`src/cmpc_defs.svh`:
```
// Purpose: Offsets, field positions, reset values and timing counts of the comparator control.
// Assumes: 10 MHz pclk, APB with 32-bit data.
// Notes: Summary of operation follows.
// Summary of operation
// - Inverting-input select bit picks negative pin
// - Comparator output feeds generator auto-shutdown
// - Comparator output also feeds generator restart
// - Filter blocks reversal for nominal 20 ns; the code rounds this up to one 100 ns pclk cycle
// - Port read returns zero on analog pins
// - Control 0 layout; speed select resets 1
// - Comparator-on enables comparator and its inputs
// - Invert bit inverts the reported output
// - Timer sync latches on timer falling edge
// - Enabled edges set sticky flag; set wins
`ifndef CMPC_DEFS_SVH
`define CMPC_DEFS_SVH

`define CMPC_OFS_CTRL0 8'h00
`define CMPC_OFS_CTRL1 8'h04
`define CMPC_OFS_ANALOG_SELECT_REGISTER 8'h08
`define CMPC_OFS_DIR 8'h0C
`define CMPC_OFS_PORT 8'h10
`define CMPC_OFS_STAT 8'h14
`define CMPC_OFS_MASK 8'h18

`define CMPC_CTRL0_RESET 8'h04
`define CMPC_CTRL0_WMASK 8'hBF
`define CMPC_CTRL1_RESET 8'h00
`define CMPC_ANALOG_SELECT_REGISTER_RESET 8'h00
`define CMPC_DIR_RESET 8'hFF

`define CMPC_CTRL1_NEG_SEL 0
`define CMPC_CTRL1_RISE_EN 1
`define CMPC_CTRL1_FALL_EN 2
`define CMPC_STAT_RISE 0
`define CMPC_STAT_FALL 1
`define CMPC_OUT_PIN 2

`define CMPC_CLK_MHZ 10
`define CMPC_FILT_NS 20
`define CMPC_FILT_CYC (((`CMPC_FILT_NS * `CMPC_CLK_MHZ + 999) / 1000) < 1 ? 1 : \
	((`CMPC_FILT_NS * `CMPC_CLK_MHZ + 999) / 1000))

`endif

```
`src/cmpc_pkg.sv`:
```
// Purpose: Types shared by the comparator control files.
// Assumes: Bit order of control 0 is bit 7 first.
// Notes: Constants live in cmpc_defs.svh.
`default_nettype none
package cmpc_pkg;
	typedef struct packed {
		logic comparator_on;
		logic comparator_result;
		logic output_pin_enable;
		logic output_invert;
		logic glitch_filter_enable;
		logic speed_select;
		logic hysteresis_enable;
		logic timer_sync_enable;
	} cmpc_ctrl0_t;

	typedef struct packed {
		logic [7:0] paddr;
		logic psel;
		logic penable;
		logic pwrite;
		logic [31:0] pwdata;
	} cmpc_apb_req_t;

	typedef struct packed {
		logic [31:0] prdata;
		logic pready;
		logic pslverr;
	} cmpc_apb_rsp_t;

	typedef struct packed {
		logic shutdown;
		logic restart;
	} cmpc_cog_t;

	typedef struct packed {
		logic enable;
		logic neg_select;
		logic speed_select;
		logic hysteresis_enable;
	} cmpc_analog_t;
endpackage
`default_nettype wire

```
`src/cmpc_sync.sv`:
```
// Purpose: Two-flop synchroniser for asynchronous levels.
// Assumes: Each bit is an independent level.
// Notes: Only the second flop is visible outside.
`default_nettype none
module cmpc_sync #(
	parameter int WIDTH = 1
) (
	// Clock and reset
	input wire logic clk,
	input wire logic rst_n,
	// Data
	input wire logic [WIDTH-1:0] din,
	output logic [WIDTH-1:0] dout
);
	logic [WIDTH-1:0] meta_q;

	always_ff @(posedge clk or negedge rst_n)
	begin
		if (!rst_n)
		begin
			meta_q <= '0;
			dout <= '0;
		end
		else
		begin
			meta_q <= din;
			dout <= meta_q;
		end
	end
endmodule
`default_nettype wire

```
`src/cmpc_filter.sv`:
```
// Purpose: Zero latency filter: follows input at once, then holds against reversal.
// Assumes: HOLD is at least one cycle.
// Notes: When disabled the output follows the input one cycle later.
`default_nettype none
module cmpc_filter #(
	parameter int HOLD = 1
) (
	// Clock and reset
	input wire logic clk,
	input wire logic rst_n,
	// Control and data
	input wire logic en,
	input wire logic din,
	output logic dout
);
	logic [7:0] hold_q;
	logic [7:0] hold_d;
	logic dout_d;

	always_comb
	begin
		dout_d = dout;
		hold_d = hold_q;
		if (hold_q != 8'h00)
			hold_d = hold_q - 8'h01;
		if (!en)
		begin
			dout_d = din;
			hold_d = 8'h00;
		end
		else if (din != dout && hold_q == 8'h00)
		begin
			// A change passes with no delay; its reversal waits out the hold
			dout_d = din;
			hold_d = 8'(HOLD);
		end
	end

	always_ff @(posedge clk or negedge rst_n)
	begin
		if (!rst_n)
		begin
			dout <= 1'b0;
			hold_q <= 8'h00;
		end
		else
		begin
			dout <= dout_d;
			hold_q <= hold_d;
		end
	end
endmodule
`default_nettype wire

```
`src/cmpc_top.sv`:
```
// Purpose: Comparator digital control: registers, polarity, filter, timer sync, edges, port mask.
// Assumes: APB slave on pclk; raw comparator and port pins are asynchronous.
// Notes: Every output comes from a flop, so each answers one cycle after its cause.
//
// Implementation choices: the APB interface to the registers and the register addresses.
`include "cmpc_defs.svh"
`default_nettype none
module cmpc_top (
	// Clock and reset
	input wire logic pclk,
	input wire logic presetn,
	// APB slave
	input wire cmpc_pkg::cmpc_apb_req_t apb_req,
	output cmpc_pkg::cmpc_apb_rsp_t apb_rsp,
	// Analog front end
	input wire logic cmp_raw,
	output cmpc_pkg::cmpc_analog_t analog_ctrl,
	// Port pins
	input wire logic [7:0] port_pin_in,
	output logic pin_out,
	output logic pin_oe,
	// Timer: one-cycle pulse on the prescaled timer clock falling edge
	input wire logic tmr_clk_fall,
	// Output generator
	output cmpc_pkg::cmpc_cog_t complementary_output_generator,
	// Interrupt
	output logic irq
);
	import cmpc_pkg::*;

	cmpc_ctrl0_t ctrl0_q;
	cmpc_ctrl0_t ctrl0_d;
	logic [7:0] ctrl1_q;
	logic [7:0] ctrl1_d;
	logic [7:0] analog_select_register_q;
	logic [7:0] analog_select_register_d;
	logic [7:0] dir_q;
	logic [7:0] dir_d;
	logic [1:0] stat_q;
	logic [1:0] stat_d;
	logic [1:0] mask_q;
	logic [1:0] mask_d;
	cmpc_apb_rsp_t rsp_d;

	logic raw_s;
	logic [7:0] pins_s;
	logic pol_res;
	logic filt_res;
	logic sync_q;
	logic sync_d;
	logic final_res;
	logic prev_q;
	logic rise_evt;
	logic fall_evt;

	logic acc;
	logic wr;
	logic rd;
	logic [31:0] rdata;
	logic hit;

	cmpc_analog_t analog_d;
	cmpc_cog_t cog_d;
	logic pin_out_d;
	logic pin_oe_d;
	logic irq_d;

	// Input synchronisers
	cmpc_sync #(
		.WIDTH(1)
	) u_sync_raw (
		.clk(pclk),
		.rst_n(presetn),
		.din(cmp_raw),
		.dout(raw_s)
	);

	cmpc_sync #(
		.WIDTH(8)
	) u_sync_pins (
		.clk(pclk),
		.rst_n(presetn),
		.din(port_pin_in),
		.dout(pins_s)
	);

	// Result path: polarity, then filter, then optional timer latch
	always_comb
	begin
		// An off comparator reads low, so toggling on or off can raise an edge
		pol_res = ctrl0_q.comparator_on & (raw_s ^ ctrl0_q.output_invert);
	end

	cmpc_filter #(
		.HOLD(`CMPC_FILT_CYC)
	) u_filter (
		.clk(pclk),
		.rst_n(presetn),
		.en(ctrl0_q.glitch_filter_enable),
		.din(pol_res),
		.dout(filt_res)
	);

	always_comb
	begin
		sync_d = sync_q;
		if (tmr_clk_fall)
			sync_d = filt_res;
		final_res = ctrl0_q.timer_sync_enable ? sync_q : filt_res;
		rise_evt = final_res & ~prev_q & ctrl1_q[`CMPC_CTRL1_RISE_EN];
		fall_evt = ~final_res & prev_q & ctrl1_q[`CMPC_CTRL1_FALL_EN];
	end

	// Timer latch: holds the result between falling edges of the timer clock
	always_ff @(posedge pclk or negedge presetn)
	begin
		if (!presetn)
		begin
			sync_q <= 1'b0;
		end
		else
		begin
			sync_q <= sync_d;
		end
	end

	// Previous result resets to the idle low level, so no false edge follows reset
	always_ff @(posedge pclk or negedge presetn)
	begin
		if (!presetn)
		begin
			prev_q <= 1'b0;
		end
		else
		begin
			prev_q <= final_res;
		end
	end

	// APB decode: access phase lasts two cycles, pready is a flop
	always_comb
	begin
		acc = apb_req.psel & apb_req.penable;
		wr = acc & apb_req.pwrite & apb_rsp.pready;
		rd = acc & ~apb_req.pwrite & apb_rsp.pready;
		hit = 1'b1;
		rdata = 32'h0000_0000;
		if (apb_req.paddr == `CMPC_OFS_CTRL0)
			rdata = {24'h00_0000, ctrl0_q};
		else if (apb_req.paddr == `CMPC_OFS_CTRL1)
			rdata = {29'h0000_0000, ctrl1_q[2:0]};
		else if (apb_req.paddr == `CMPC_OFS_ANALOG_SELECT_REGISTER)
			rdata = {24'h00_0000, analog_select_register_q};
		else if (apb_req.paddr == `CMPC_OFS_DIR)
			rdata = {24'h00_0000, dir_q};
		else if (apb_req.paddr == `CMPC_OFS_PORT)
			rdata = {24'h00_0000, pins_s & ~analog_select_register_q};
		else if (apb_req.paddr == `CMPC_OFS_STAT)
			rdata = {30'h0000_0000, stat_q};
		else if (apb_req.paddr == `CMPC_OFS_MASK)
			rdata = {30'h0000_0000, mask_q};
		else
			hit = 1'b0;
	end

	always_comb
	begin
		// Response fields are driven only while pready stands, zero otherwise
		rsp_d = '0;
		if (acc && !apb_rsp.pready)
		begin
			rsp_d.pready = 1'b1;
			rsp_d.prdata = apb_req.pwrite ? 32'h0000_0000 : rdata;
			rsp_d.pslverr = ~hit;
		end
	end

	always_ff @(posedge pclk or negedge presetn)
	begin
		if (!presetn)
		begin
			apb_rsp <= '0;
		end
		else
		begin
			apb_rsp <= rsp_d;
		end
	end

	// Register writes
	always_comb
	begin
		ctrl0_d = ctrl0_q;
		ctrl0_d.comparator_result = final_res;
		ctrl1_d = ctrl1_q;
		analog_select_register_d = analog_select_register_q;
		dir_d = dir_q;
		mask_d = mask_q;
		if (wr && apb_req.paddr == `CMPC_OFS_CTRL0)
			ctrl0_d = (apb_req.pwdata[7:0] & `CMPC_CTRL0_WMASK) |
				({1'b0, final_res, 6'h00});
		if (wr && apb_req.paddr == `CMPC_OFS_CTRL1)
			ctrl1_d = {5'h00, apb_req.pwdata[2:0]};
		if (wr && apb_req.paddr == `CMPC_OFS_ANALOG_SELECT_REGISTER)
			analog_select_register_d = apb_req.pwdata[7:0];
		if (wr && apb_req.paddr == `CMPC_OFS_DIR)
			dir_d = apb_req.pwdata[7:0];
		if (wr && apb_req.paddr == `CMPC_OFS_MASK)
			mask_d = apb_req.pwdata[1:0];
	end

	// Sticky edge status: a read clears only the bits it returned, and an edge in the
	// same cycle wins, so no event is lost between data capture and clear
	always_comb
	begin
		stat_d = stat_q;
		if (rd && apb_req.paddr == `CMPC_OFS_STAT)
			stat_d = stat_q & ~apb_rsp.prdata[1:0];
		if (rise_evt)
			stat_d[`CMPC_STAT_RISE] = 1'b1;
		if (fall_evt)
			stat_d[`CMPC_STAT_FALL] = 1'b1;
	end

	always_ff @(posedge pclk or negedge presetn)
	begin
		if (!presetn)
		begin
			stat_q <= 2'b00;
		end
		else
		begin
			stat_q <= stat_d;
		end
	end

	// Analog side follows control 0 and control 1
	always_comb
	begin
		analog_d.enable = ctrl0_q.comparator_on;
		// Select is parked low while off since all inputs are then disconnected
		analog_d.neg_select = ctrl0_q.comparator_on & ctrl1_q[`CMPC_CTRL1_NEG_SEL];
		analog_d.speed_select = ctrl0_q.speed_select;
		analog_d.hysteresis_enable = ctrl0_q.hysteresis_enable;
	end

	always_ff @(posedge pclk or negedge presetn)
	begin
		if (!presetn)
		begin
			analog_ctrl <= '0;
		end
		else
		begin
			analog_ctrl <= analog_d;
		end
	end

	// Generator, pin and interrupt
	always_comb
	begin
		cog_d.shutdown = final_res;
		cog_d.restart = final_res;
		pin_out_d = final_res;
		// Driver stays off unless software cleared the pin's direction bit
		pin_oe_d = ctrl0_q.output_pin_enable & ~dir_q[`CMPC_OUT_PIN];
		// Taken from the next status so the level rises with the flag itself
		irq_d = |(stat_d & mask_q);
	end

	always_ff @(posedge pclk or negedge presetn)
	begin
		if (!presetn)
		begin
			complementary_output_generator <= '0;
			pin_out <= 1'b0;
			pin_oe <= 1'b0;
			irq <= 1'b0;
		end
		else
		begin
			complementary_output_generator <= cog_d;
			pin_out <= pin_out_d;
			pin_oe <= pin_oe_d;
			irq <= irq_d;
		end
	end

	// Software visible registers
	always_ff @(posedge pclk or negedge presetn)
	begin
		if (!presetn)
		begin
			ctrl0_q <= `CMPC_CTRL0_RESET;
			ctrl1_q <= `CMPC_CTRL1_RESET;
			analog_select_register_q <= `CMPC_ANALOG_SELECT_REGISTER_RESET;
			dir_q <= `CMPC_DIR_RESET;
			mask_q <= 2'b00;
		end
		else
		begin
			ctrl0_q <= ctrl0_d;
			ctrl1_q <= ctrl1_d;
			analog_select_register_q <= analog_select_register_d;
			dir_q <= dir_d;
			mask_q <= mask_d;
		end
	end
endmodule
`default_nettype wire

```
`config.mk`:
```
export PLATFORM = sky130hd
export DESIGN_NAME = cmpc_top
export DESIGN_NICKNAME = d
export VERILOG_FILES = /design/src/cmpc_pkg.sv /design/src/cmpc_sync.sv /design/src/cmpc_filter.sv /design/src/cmpc_top.sv
export VERILOG_INCLUDE_DIRS = /design/src /design/src/src
export SDC_FILE = /design/constraint.sdc
export NUM_CORES = 1
export LEC_CHECK = 0
export BUFFER_PORTS_ARGS = -buffer_cell sky130_fd_sc_hd__buf_2
export CAP_MARGIN = 5
export CORE_MARGIN = 5
export CORE_UTILIZATION = 31
export CTS_BUF_LIST = sky130_fd_sc_hd__clkbuf_4
export CTS_CLUSTER_DIAMETER = 80
export DETAILED_ROUTE_END_ITERATION = 8
export PLACE_DENSITY_LB_ADDON = 0.25
export SYNTH_ARGS = -nofsm -noshare
export SYNTH_HDL_FRONTEND = slang
export SYNTH_SLANG_ARGS = --single-unit
```
`constraint.sdc`:
```
create_clock -name pclk -period 2.1 [get_ports pclk]
set_input_delay 0.105 -clock pclk [delete_from_list [all_inputs] [get_ports pclk]]
set_output_delay 0.105 -clock pclk [all_outputs]
set_load 0.02 [all_outputs]
```
==> impl_metrics.csv, run 1 <==
group,metric,value,unit
status,status,"completed",
timing,max_clock_freq,514,MHz
global_route,global_route.usage.total,11.8,%
clocking,tritoncts_clock_tree,"yes",
routing,avgRoutedWirePerCell,15.0,um
cells_and_area,insertedDiodeCount,0,
power_and_ir_drop,pwr_density_cell,602,nW/um^2
setup_path,worstReg2RegEnd,"u_filter.hold_q[1]",
placed_design,io_buffer_count,49,
cells_and_area,layout_common_cells,"dfrtp_1, buf_2, mux2_2",
timing,worst_tran_pin_value,0.501,ns
synthesis,synth-warning-count,0,
setup_path,reg2regPathDepth,5,
global_route,grt_max_degree,41,
clocking,clock_latency,0.41,ns
timing,final.setup_skew,0.0136,ns
routing,routed_wirelength,7.45,mm
global_route,first_global_vias,2342,
synthesis,mappedNetlistArea,3420,um^2
cells_and_area,n_fill_cell,1067,
cells_and_area,flow.area_growth_from_synthesis,19.1,%
setup_path,ff2ff_setup_slack,0.15,ns
die,placeableCoreArea,10800,um^2
synthesis,syn_inst,277,
die,chipHeight,115,um
setup_path,crit_path_end,"u_filter.hold_q[1]",
timing,tns,0,ns
min_path,hold_start,"apb_req[42]",
min_path,min-delay-path-class,"in2reg",
routing,ant_nets,0,
routing,viasPerCell,4.65,
global_route,grt_first_pass_wirelength,12.1,mm
setup_path,worst-setup-path-type,"reg2reg",
clocking,cts-buffers-inserted,9,
clocking,cts.clk_slew.worst_paths,0.13,ns
timing,worst_slew_margin_rel,66.6,%
setup_path,cp.required,2.41,ns
synthesis,syn-mean-instance-area,12.3,um^2
clocking,post_cts_resized,0,
die,row_count,38,
synthesis,netlist-cell-type-count,56,
setup_path,crit_start,"u_filter.hold_q[0]",
synthesis,synth_edf_count,0,
setup_path,crit_path_max_fanout,8,
die,die_width,115,um
synthesis,synth.area.top_cells,"dfrtp_1, mux2_2, dfstp_2, buf_4, o21ai_0",
routing,drt_drc_violations_left,0,
timing,final.period_utilization,92.6,%
routing,dr_total_vias,2318,
timing,report.final.hold_viol_count,0,
setup_path,timing.critical_path.from_type,"flip-flop",
cells_and_area,drive_gt1_share,34.4,%
die,io_pins,98,
timing,layout_min_cycle_time,1.95,ns
routing,drt_iter0_drc,82,
synthesis,postSynthRegisterBits,75,
cells_and_area,finish.utilization,37.5,%
synthesis,ys_dominant_reg_cell,"dfrtp_1",
placed_design,dp.final_hpwl,5.26,mm
power_and_ir_drop,power.leakage,0.00199,uW
clocking,root_buffer,"clkbuf_4",
die,dieArea,13200,um^2
timing,report.final.slew_viol_count,0,
timing,timing.final.setup_violations,0,
global_route,sum_of_overflow_across_all_layers_after_global_routing,0,
setup_path,critical_path.endpoint_type,"flip-flop",
run,number_of_maximum_capacitance_constraint_violations,0,
setup_path,timing.critical_path.arrival,2.25,ns
synthesis,synth_largest_type_area_fraction,48.4,%
synthesis,async_reset_ff_share,100,%
setup_path,reg_to_reg_critical_path_startpoint,"u_filter.hold_q[0]",
cells_and_area,most_common_library_cell_in_the_layout_ignoring_fill_and_taps,"dfrtp_1",
routing,drt_pre_antenna_iters,4,
clocking,ctsLongestPathBuffers,2,
cells_and_area,total_number_of_nets_in_the_final_design,409,
placed_design,place.gp.congestion,0.794,
clocking,cts.sink_count,75,
synthesis,synth.largest_area_cell,"dfrtp_1",
die,initial_core_util,31.5,%
global_route,antenna_found_initial,0,
clocking,h_tree_levels,3,
synthesis,yosysSeqAreaShare,55.3,%
power_and_ir_drop,peak_supply_drop,0.000319,V
timing,grt_setup_unrepaired,"false",
## per-layer routing
layer	vias up	share of wire, %	track usage [%]
met4	0	1.5	4.69
met3	9	4.7	2.00
met2	65	47	18.8
met5	-	0	0
met1	1139	47	15.9
li1	1105	-	-
## state kept, by name, indices dropped and copies added, names as in the netlist, 2 cells and up
name	count
mask_q	2
dir_q	8
analog_d	3
u_sync_pins.meta_q	8
apb_rsp	10
ctrl0_q	4
analog_ctrl	4
ctrl1_q	3
u_filter.hold_q	8
u_sync_pins.dout	8
stat_q	2
analog_select_register_q	8
## worst max-delay path: stages (launching register included)
cell and delay, ns:
dfrtp_1 0.41, inv_1 0.09, ha_1 0.18, or3b_2 0.49, or2_2 0.37, o221a_2 0.30
## cell type report
cell class              instances  area (um^2)  share of cell area (%)
clock buffers                   9         67.6                    1.66
clock inverters                 7         43.8                    1.08
inverters                       8         30.0                   0.738
multi-input cells             182         1340                    32.9
flip-flops and latches         75         1890                    46.4
well taps                     140          175                    4.31
repair buffers                 77          523                    12.9
## cell families after synthesis
group | count (synthesis) | synth area share, %
flip-flops | 75 | 55.3
XOR/XNOR | 4 | 1.03
other | 1 | 0.110
adder cells (fa/ha/maj) | 1 | 0.366
AND/OR/NAND/NOR | 72 | 13.6
AO/OA/AOI/OAI | 46 | 9.60
multiplexers | 35 | 12.1
buffers and inverters | 43 | 8.02
## stage by stage
stage                     total power (uW)  instances  hold WS (ns)  setup slack, ns  cell area, um^2
after floorplan                       1620        300        -0.191            0.209             3500
after global placement                1680        461         0.110            0.197             3750
after detailed placement              1680        461         0.114            0.178             3750
after CTS                             2490        498        0.0543            0.156             4070
after global routing                  2580        498        0.0838           0.0653             4070
final                                 2450        498        0.0811            0.155             4070
## how the worst min path moves through the flow
stage | cells after the start | end
finish | 4 | stat_q[1]
global route | 4 | stat_q[1]
CTS | 4 | stat_q[1]
detailed placement | 1 | u_sync_pins.dout[1]
global placement | 1 | u_sync_pins.meta_q[1]
floorplan | 0 | analog_ctrl[0]
## cell usage after synthesis, types with 4 or more instances
cell type  number
dfrtp_1        66
mux2_2         29
buf_4          27
o21ai_0        14
nand2_1        13
nor2_1         10
dfstp_2         9
inv_1           8
nor2b_1         6
a21oi_1         5
a22o_1          5
and3_1          5
a31oi_1         4
mux2i_1         4
nand2b_1        4
nand3_1         4
## what timing repair did
action                                 4_1_cts  5_1_grt
endpoints found under the hold margin       78        0
hold buffers                                21        0
buffers inserted                             0        0
## where the power goes
| group | internal (uW) | leakage, uW | switching, uW |
|---|---|---|---|
| registers | 1470 | 0.000972 | 8.90 |
| logic | 74.4 | 0.000952 | 135 |
| clock network | 239 | 0.0000619 | 525 |
Power figures use the tool's default switching activity.
==> run 2: changes to the inputs <==
ABC_AREA = 1   (was default)
==> run 2 against run 1 <==
Net effect:
- clock power grew 13%
- critical path depth up 2
- total power is 3.6% higher
- flip-flop and latch count unchanged
- area after synthesis grew 1.8%
- cell area is 0.37% higher
- die area increased by 1.6%
- largest cell class unchanged
- global-route usage down 0.18 points
- final cell count is 20% higher
- register-to-register slack better by 0.36 ns
- non-clock buffer count is 8 lower
==> impl_metrics.csv, run 2 <==
group,metric,value,unit
synthesis,synth_largest_type_area_fraction,47.5,%
placed_design,place.gp.congestion,0.868,
timing,tns,0,ns
routing,drt_iter0_drc,116,
placed_design,io_buffer_count,49,
synthesis,mappedNetlistArea,3480,um^2
synthesis,synth_edf_count,0,
status,status,"completed",
synthesis,synth.area.top_cells,"dfrtp_1, dfstp_2, nand2_1, buf_4, inv_1",
global_route,global_route.usage.total,11.6,%
setup_path,cp.required,2.41,ns
routing,avgRoutedWirePerCell,11.9,um
synthesis,yosys.cell_count.top_type,"dfrtp_1",
die,initial_core_util,31.8,%
routing,ant_nets,0,
synthesis,synth.largest_area_cell,"dfrtp_1",
timing,layout_min_cycle_time,1.59,ns
placed_design,post-place-ws,0.509,ns
setup_path,worst-setup-path-type,"reg2reg",
synthesis,postSynthRegisterBits,75,
timing,report.final.hold_viol_count,0,
die,dieArea,13400,um^2
timing,worst_slack,0.515,ns
timing,grt_setup_unrepaired,"false",
clocking,tritoncts_clock_tree,"yes",
cells_and_area,finish.utilization,37.3,%
cells_and_area,drive_gt1_share,23.4,%
die,io_pins,98,
setup_path,critical_path.endpoint_type,"flip-flop",
synthesis,netlist-cell-type-count,26,
cells_and_area,most_common_library_cell_in_the_layout_ignoring_fill_and_taps,"dfrtp_1",
global_route,first_global_vias,2562,
die,die_width,116,um
clocking,clock_latency,0.42,ns
die,placeableCoreArea,10900,um^2
routing,dr_total_vias,2613,
placed_design,dp.final_hpwl,5.25,mm
timing,max_clock_freq,631,MHz
synthesis,syn_inst,381,
routing,viasPerCell,4.37,
die,row_count,38,
power_and_ir_drop,power.leakage,0.00200,uW
timing,worst_tran_pin_value,0.574,ns
timing,final.setup_skew,0.0161,ns
power_and_ir_drop,pwr_density_cell,621,nW/um^2
clocking,cts-buffers-inserted,9,
setup_path,crit_path_max_fanout,7,
routing,drt_pre_antenna_iters,4,
power_and_ir_drop,peak_supply_drop,0.000281,V
cells_and_area,n_fill_cell,1124,
synthesis,ys_dominant_reg_cell,"dfrtp_1",
clocking,ctsLongestPathBuffers,2,
cells_and_area,insertedDiodeCount,0,
timing,final.period_utilization,75.5,%
clocking,root_buffer,"clkbuf_4",
setup_path,timing.critical_path.from_type,"flip-flop",
clocking,cts.clk_slew.worst_paths,0.11,ns
global_route,antenna_found_initial,0,
placed_design,numPlacedInstances,565,
synthesis,async_reset_ff_share,100,%
setup_path,timing.critical_path.arrival,1.90,ns
clocking,h_tree_levels,3,
global_route,sum_of_overflow_across_all_layers_after_global_routing,0,
timing,report.final.slew_viol_count,0,
global_route,grt_max_degree,45,
clocking,post_cts_resized,0,
timing,worst_slew_margin_rel,61.7,%
timing,timing.final.setup_violations,0,
cells_and_area,registers.top_by_ff_count,"apb_rsp",
synthesis,syn-mean-instance-area,9.13,um^2
cells_and_area,largest_register_ff_count,10,
run,number_of_maximum_capacitance_constraint_violations,0,
cells_and_area,flow.area_growth_from_synthesis,17.4,%
cells_and_area,total_number_of_nets_in_the_final_design,509,
cells_and_area,layout_common_cells,"dfrtp_1, nand2_1, buf_2",
min_path,min-delay-path-class,"in2reg",
synthesis,yosysSeqAreaShare,54.3,%
synthesis,synth-warning-count,0,
routing,routed_wirelength,7.10,mm
global_route,grt_first_pass_wirelength,12.1,mm
synthesis,synthTopCellsByCount,"dfrtp_1, nand2_1, inv_1",
die,chipHeight,116,um
routing,drt_drc_violations_left,0,
cells_and_area,finalNonFillerCells,598,
clocking,cts.sink_count,75,
-- run 2: timing repair --
item	in CTS	in global routing
hold buffers	17	0
buffers inserted	0	0
endpoints found under the hold margin	61	0
-- run 2: power breakdown --
group	switching (uW)	total, uW	internal [uW]
registers	8.62	1480	1470
clock network	469	864	395
logic	133	196	63.0
-- run 2: final timing paths --
check | from | end | slack (ns) | cells past startpoint
max in group asynchronous | presetn | analog_d[1] | 1.25 | 3
hold reg to reg | u_sync_pins.meta_q[7] | u_sync_pins.dout[7] | 0.36 | 0
hold / removal | apb_req[1] | analog_d[0] | 0.05 | 3
setup reg to reg | u_filter.hold_q[0] | u_filter.dout | 0.51 | 7
setup / recovery | u_filter.hold_q[0] | u_filter.dout | 0.51 | 7
min in group asynchronous | presetn | u_sync_pins.dout[5] | 0.21 | 2
-- run 2: area by class of cell --
class / instances / area, um^2 / area share (%)
Sequential cell: 75 / 1890 / 46.2
Multi-Input combinational cell: 250 / 1250 / 30.7
Timing Repair Buffer: 69 / 453 / 11.1
Inverter: 48 / 180 / 4.41
Tap cell: 140 / 175 / 4.29
Clock buffer: 12 / 90.1 / 2.21
Clock inverter: 4 / 42.5 / 1.04
-- run 2: metrics by stage --
step / area (um^2) / total power (uW) / hold WS [ns]
detailed placement: 3780 / 1680 / 0.147
floorplan: 3560 / 1630 / -0.191
global route: 4080 / 2660 / 0.0226
global placement: 3780 / 1680 / 0.145
finish: 4080 / 2540 / 0.0473
CTS: 4080 / 2580 / 0.0105
-- run 2: routing by layer --
metal | routed length (um) | track usage [%]
met1 | 3200 | 14.8
met2 | 3290 | 18.6
met3 | 452 | 2.72
met4 | 150 | 5.49
met5 | 0 | 0
-- run 2: worst max-delay path, stage by stage, from the launching register on --
cell and delay, ns:
dfrtp_1 0.40, inv_1 0.09, ha_1 0.19, nand2_1 0.15
nor2_4 0.25, o21ai_2 0.13, nand2_2 0.16, o21ai_0 0.10
-- run 2: kinds of logic after synthesis --
| kind of cell | Yosys count | synth area share (%) |
|---|---|---|
| compound gates | 54 | 9.75 |
| other cells | 1 | 0.108 |
| xor+xnor | 4 | 1.01 |
| flops | 75 | 54.3 |
| simple gates | 167 | 22.3 |
| buf+inv | 79 | 12.1 |
| fa+ha+maj | 1 | 0.360 |
==> run 3: changes to the inputs <==
clock period = 1.4 ns   (was 2.1 ns; I/O delays follow)
==> run 3 against run 2 <==
Net effect:
- sequential share of layout area shrank 2.9 points
- critical path type unchanged
- register-to-register slack got worse by 0.46 ns
- via count up 2.9%
- clock skew shrank 0.0037 ns
- wire length grew 6.3%
- core utilization is 2.5 points higher
- setup slack worse by 0.46 ns
- critical path depth unchanged
- cell area is 6.8% higher
- total power rose by 51%
- clock power up 52%
==> impl_metrics.csv, run 3 (same netlist as run 2, synthesis figures left out) <==
group,metric,value,unit
min_path,hold_end,"ctrl0_q[0]",
power_and_ir_drop,power.leakage,0.00214,uW
placed_design,io_buffer_count,49,
routing,drt_drc_violations_left,0,
placed_design,dp.final_hpwl,5.43,mm
timing,report.final.slew_viol_count,0,
power_and_ir_drop,pwr_density_cell,881,nW/um^2
setup_path,ff2ff_setup_slack,0.06,ns
placed_design,numPlacedInstances,583,
timing,timing.final.setup_violations,0,
clocking,cts-buffers-inserted,9,
placed_design,place.gp.congestion,0.889,
min_path,hold_start,"apb_req[0]",
routing,drt_iter0_drc,122,
global_route,sum_of_overflow_across_all_layers_after_global_routing,0,
global_route,grt_first_pass_wirelength,12.2,mm
min_path,min-delay-path-class,"in2reg",
die,row_count,38,
routing,viasPerCell,4.32,
min_path,number_of_stages_on_the_worst_hold_path,3,
die,io_pins,98,
clocking,ctsLongestPathBuffers,2,
setup_path,crit_start,"u_filter.hold_q[2]",
setup_path,cpPeakStageDelay,0.47,ns
setup_path,cp.required,1.72,ns
cells_and_area,n_fill_cell,1100,
timing,report.final.hold_viol_count,0,
global_route,grt_max_degree,41,
die,dieArea,13400,um^2
routing,routed_wirelength,7.54,mm
cells_and_area,flow.area_growth_from_synthesis,25.4,%
routing,avgRoutedWirePerCell,12.1,um
cells_and_area,total_number_of_nets_in_the_final_design,534,
cells_and_area,drive_gt1_share,30.2,%
routing,dr_total_vias,2690,
timing,grt_setup_unrepaired,"true",
setup_path,cpMostUsedCell,"nor2_4",
timing,layout_min_cycle_time,1.34,ns
cells_and_area,multi_input_comb_area,1330,um^2
cells_and_area,layout_common_cells,"dfrtp_1, nand2_1, buf_2",
power_and_ir_drop,peak_supply_drop,0.000437,V
global_route,first_global_vias,2635,
cells_and_area,area.sequential,1890,um^2
clocking,clock_latency,0.41,ns
run,number_of_maximum_capacitance_constraint_violations,0,
cells_and_area,most_common_library_cell_in_the_layout_ignoring_fill_and_taps,"dfrtp_1",
clocking,h_tree_levels,3,
routing,ant_nets,0,
setup_path,worstReg2RegEnd,"u_filter.hold_q[3]",
status,status,"completed",
setup_path,cells_along_the_critical_path,"nor2_4, nand2_4, nor2_4, buf_6, nor3_1, a21oi_1, nor2_1",
die,die_width,116,um
setup_path,reg2regPathDepth,7,
die,placeableCoreArea,10900,um^2
cells_and_area,insertedDiodeCount,0,
timing,max_clock_freq,744,MHz
setup_path,timing.critical_path.from_type,"flip-flop",
setup_path,critical_path.endpoint_type,"flip-flop",
power_and_ir_drop,total_power,3840,uW
timing,final.setup_skew,0.0124,ns
global_route,antenna_found_initial,0,
cells_and_area,finalNonFillerCells,623,
timing,final.period_utilization,96.0,%
die,chipHeight,116,um
cells_and_area,registers.top_by_ff_count,"apb_rsp",
clocking,tritoncts_clock_tree,"yes",
setup_path,critical_path.slowest_cell,"dfrtp_1",
setup_path,crit_path_max_fanout,5,
setup_path,worst-setup-path-type,"reg2reg",
clocking,cts.clk_slew.worst_paths,0.12,ns
setup_path,timing.critical_path.arrival,1.66,ns
global_route,global_route.usage.total,11.6,%
die,initial_core_util,31.8,%
clocking,cts.sink_count,75,
routing,drt_pre_antenna_iters,4,
clocking,root_buffer,"clkbuf_4",
setup_path,reg_to_reg_critical_path_startpoint,"u_filter.hold_q[2]",
cells_and_area,largest_register_ff_count,10,
-- run 3: cell count changes in the layout (fill, tap and decap cells not counted), moves of 4 or more --
| cell | before | now |
|---|---|---|
| buf_4 | 3 | 23 |
| nor2_1 | 45 | 41 |
| inv_1 | 46 | 41 |
| inv_2 | 2 | 7 |
-- run 3: worst max-delay path, delay by kind of cell, from the launching register on --
| family | cells | cell delay (ns) |
|---|---|---|
| simple gates | 5 | 0.52 |
| compound gates | 1 | 0.11 |
| buf+inv | 1 | 0.15 |
| flops | 1 | 0.47 |
-- run 3: worst max path at each step --
| stage | depth (start not counted) | to | slack (ns) |
|---|---|---|---|
| floorplan | 7 | u_filter.dout | 0.03 |
| global placement | 7 | u_filter.dout | -0.04 |
| detailed placement | 7 | u_filter.dout | -0.07 |
| CTS | 9 | u_filter.dout | 0.01 |
| global route | 7 | u_filter.hold_q[3] | -0.02 |
| finish | 7 | u_filter.hold_q[3] | 0.06 |
-- run 3: final cells by class --
type | count | share of cell area, %
flip-flops and latches | 75 | 43.3
multi-input cells | 250 | 30.4
repair buffers | 94 | 15.0
inverters | 48 | 4.13
well taps | 140 | 4.02
clock buffers | 9 | 1.55
clock inverters | 7 | 1.55
-- run 3: layer usage --
layer	routed length [um]	track usage (%)
met1	3510	14.9
met2	3390	18.8
met3	514	3.19
met4	129	4.41
met5	0	0
-- run 3: per-stage QoR --
step	setup WS [ns]	area [um^2]	hold WS [ns]	setup TNS [ns]	util [%]
2_1_floorplan	0.0349	3560	-0.226	0	-
3_3_place_gp	-0.0419	3920	-0.0205	-0.0706	35.8
3_5_place_dp	-0.0743	3920	-0.0161	-0.279	35.8
4_1_cts	0.00981	4270	0.00465	0	39.0
5_1_grt	-0.0239	4360	0.0179	-0.0948	39.9
6_report	0.0563	4360	0.0299	0	39.9
-- run 3: timing repair --
action | 4_1_cts | 5_1_grt
hold endpoints to repair | 99 | 0
setup endpoints to repair | 8 | 9
pin swaps | 1 | 8
hold buffers | 20 | 0
gates resized for setup | 0 | 27
buffers inserted | 2 | 2
-- run 3: power breakdown --
part           switching, uW  internal [uW]  leakage, uW
logic                    207            110      0.00111
registers               12.6           2200     0.000960
clock network            771            539    0.0000714
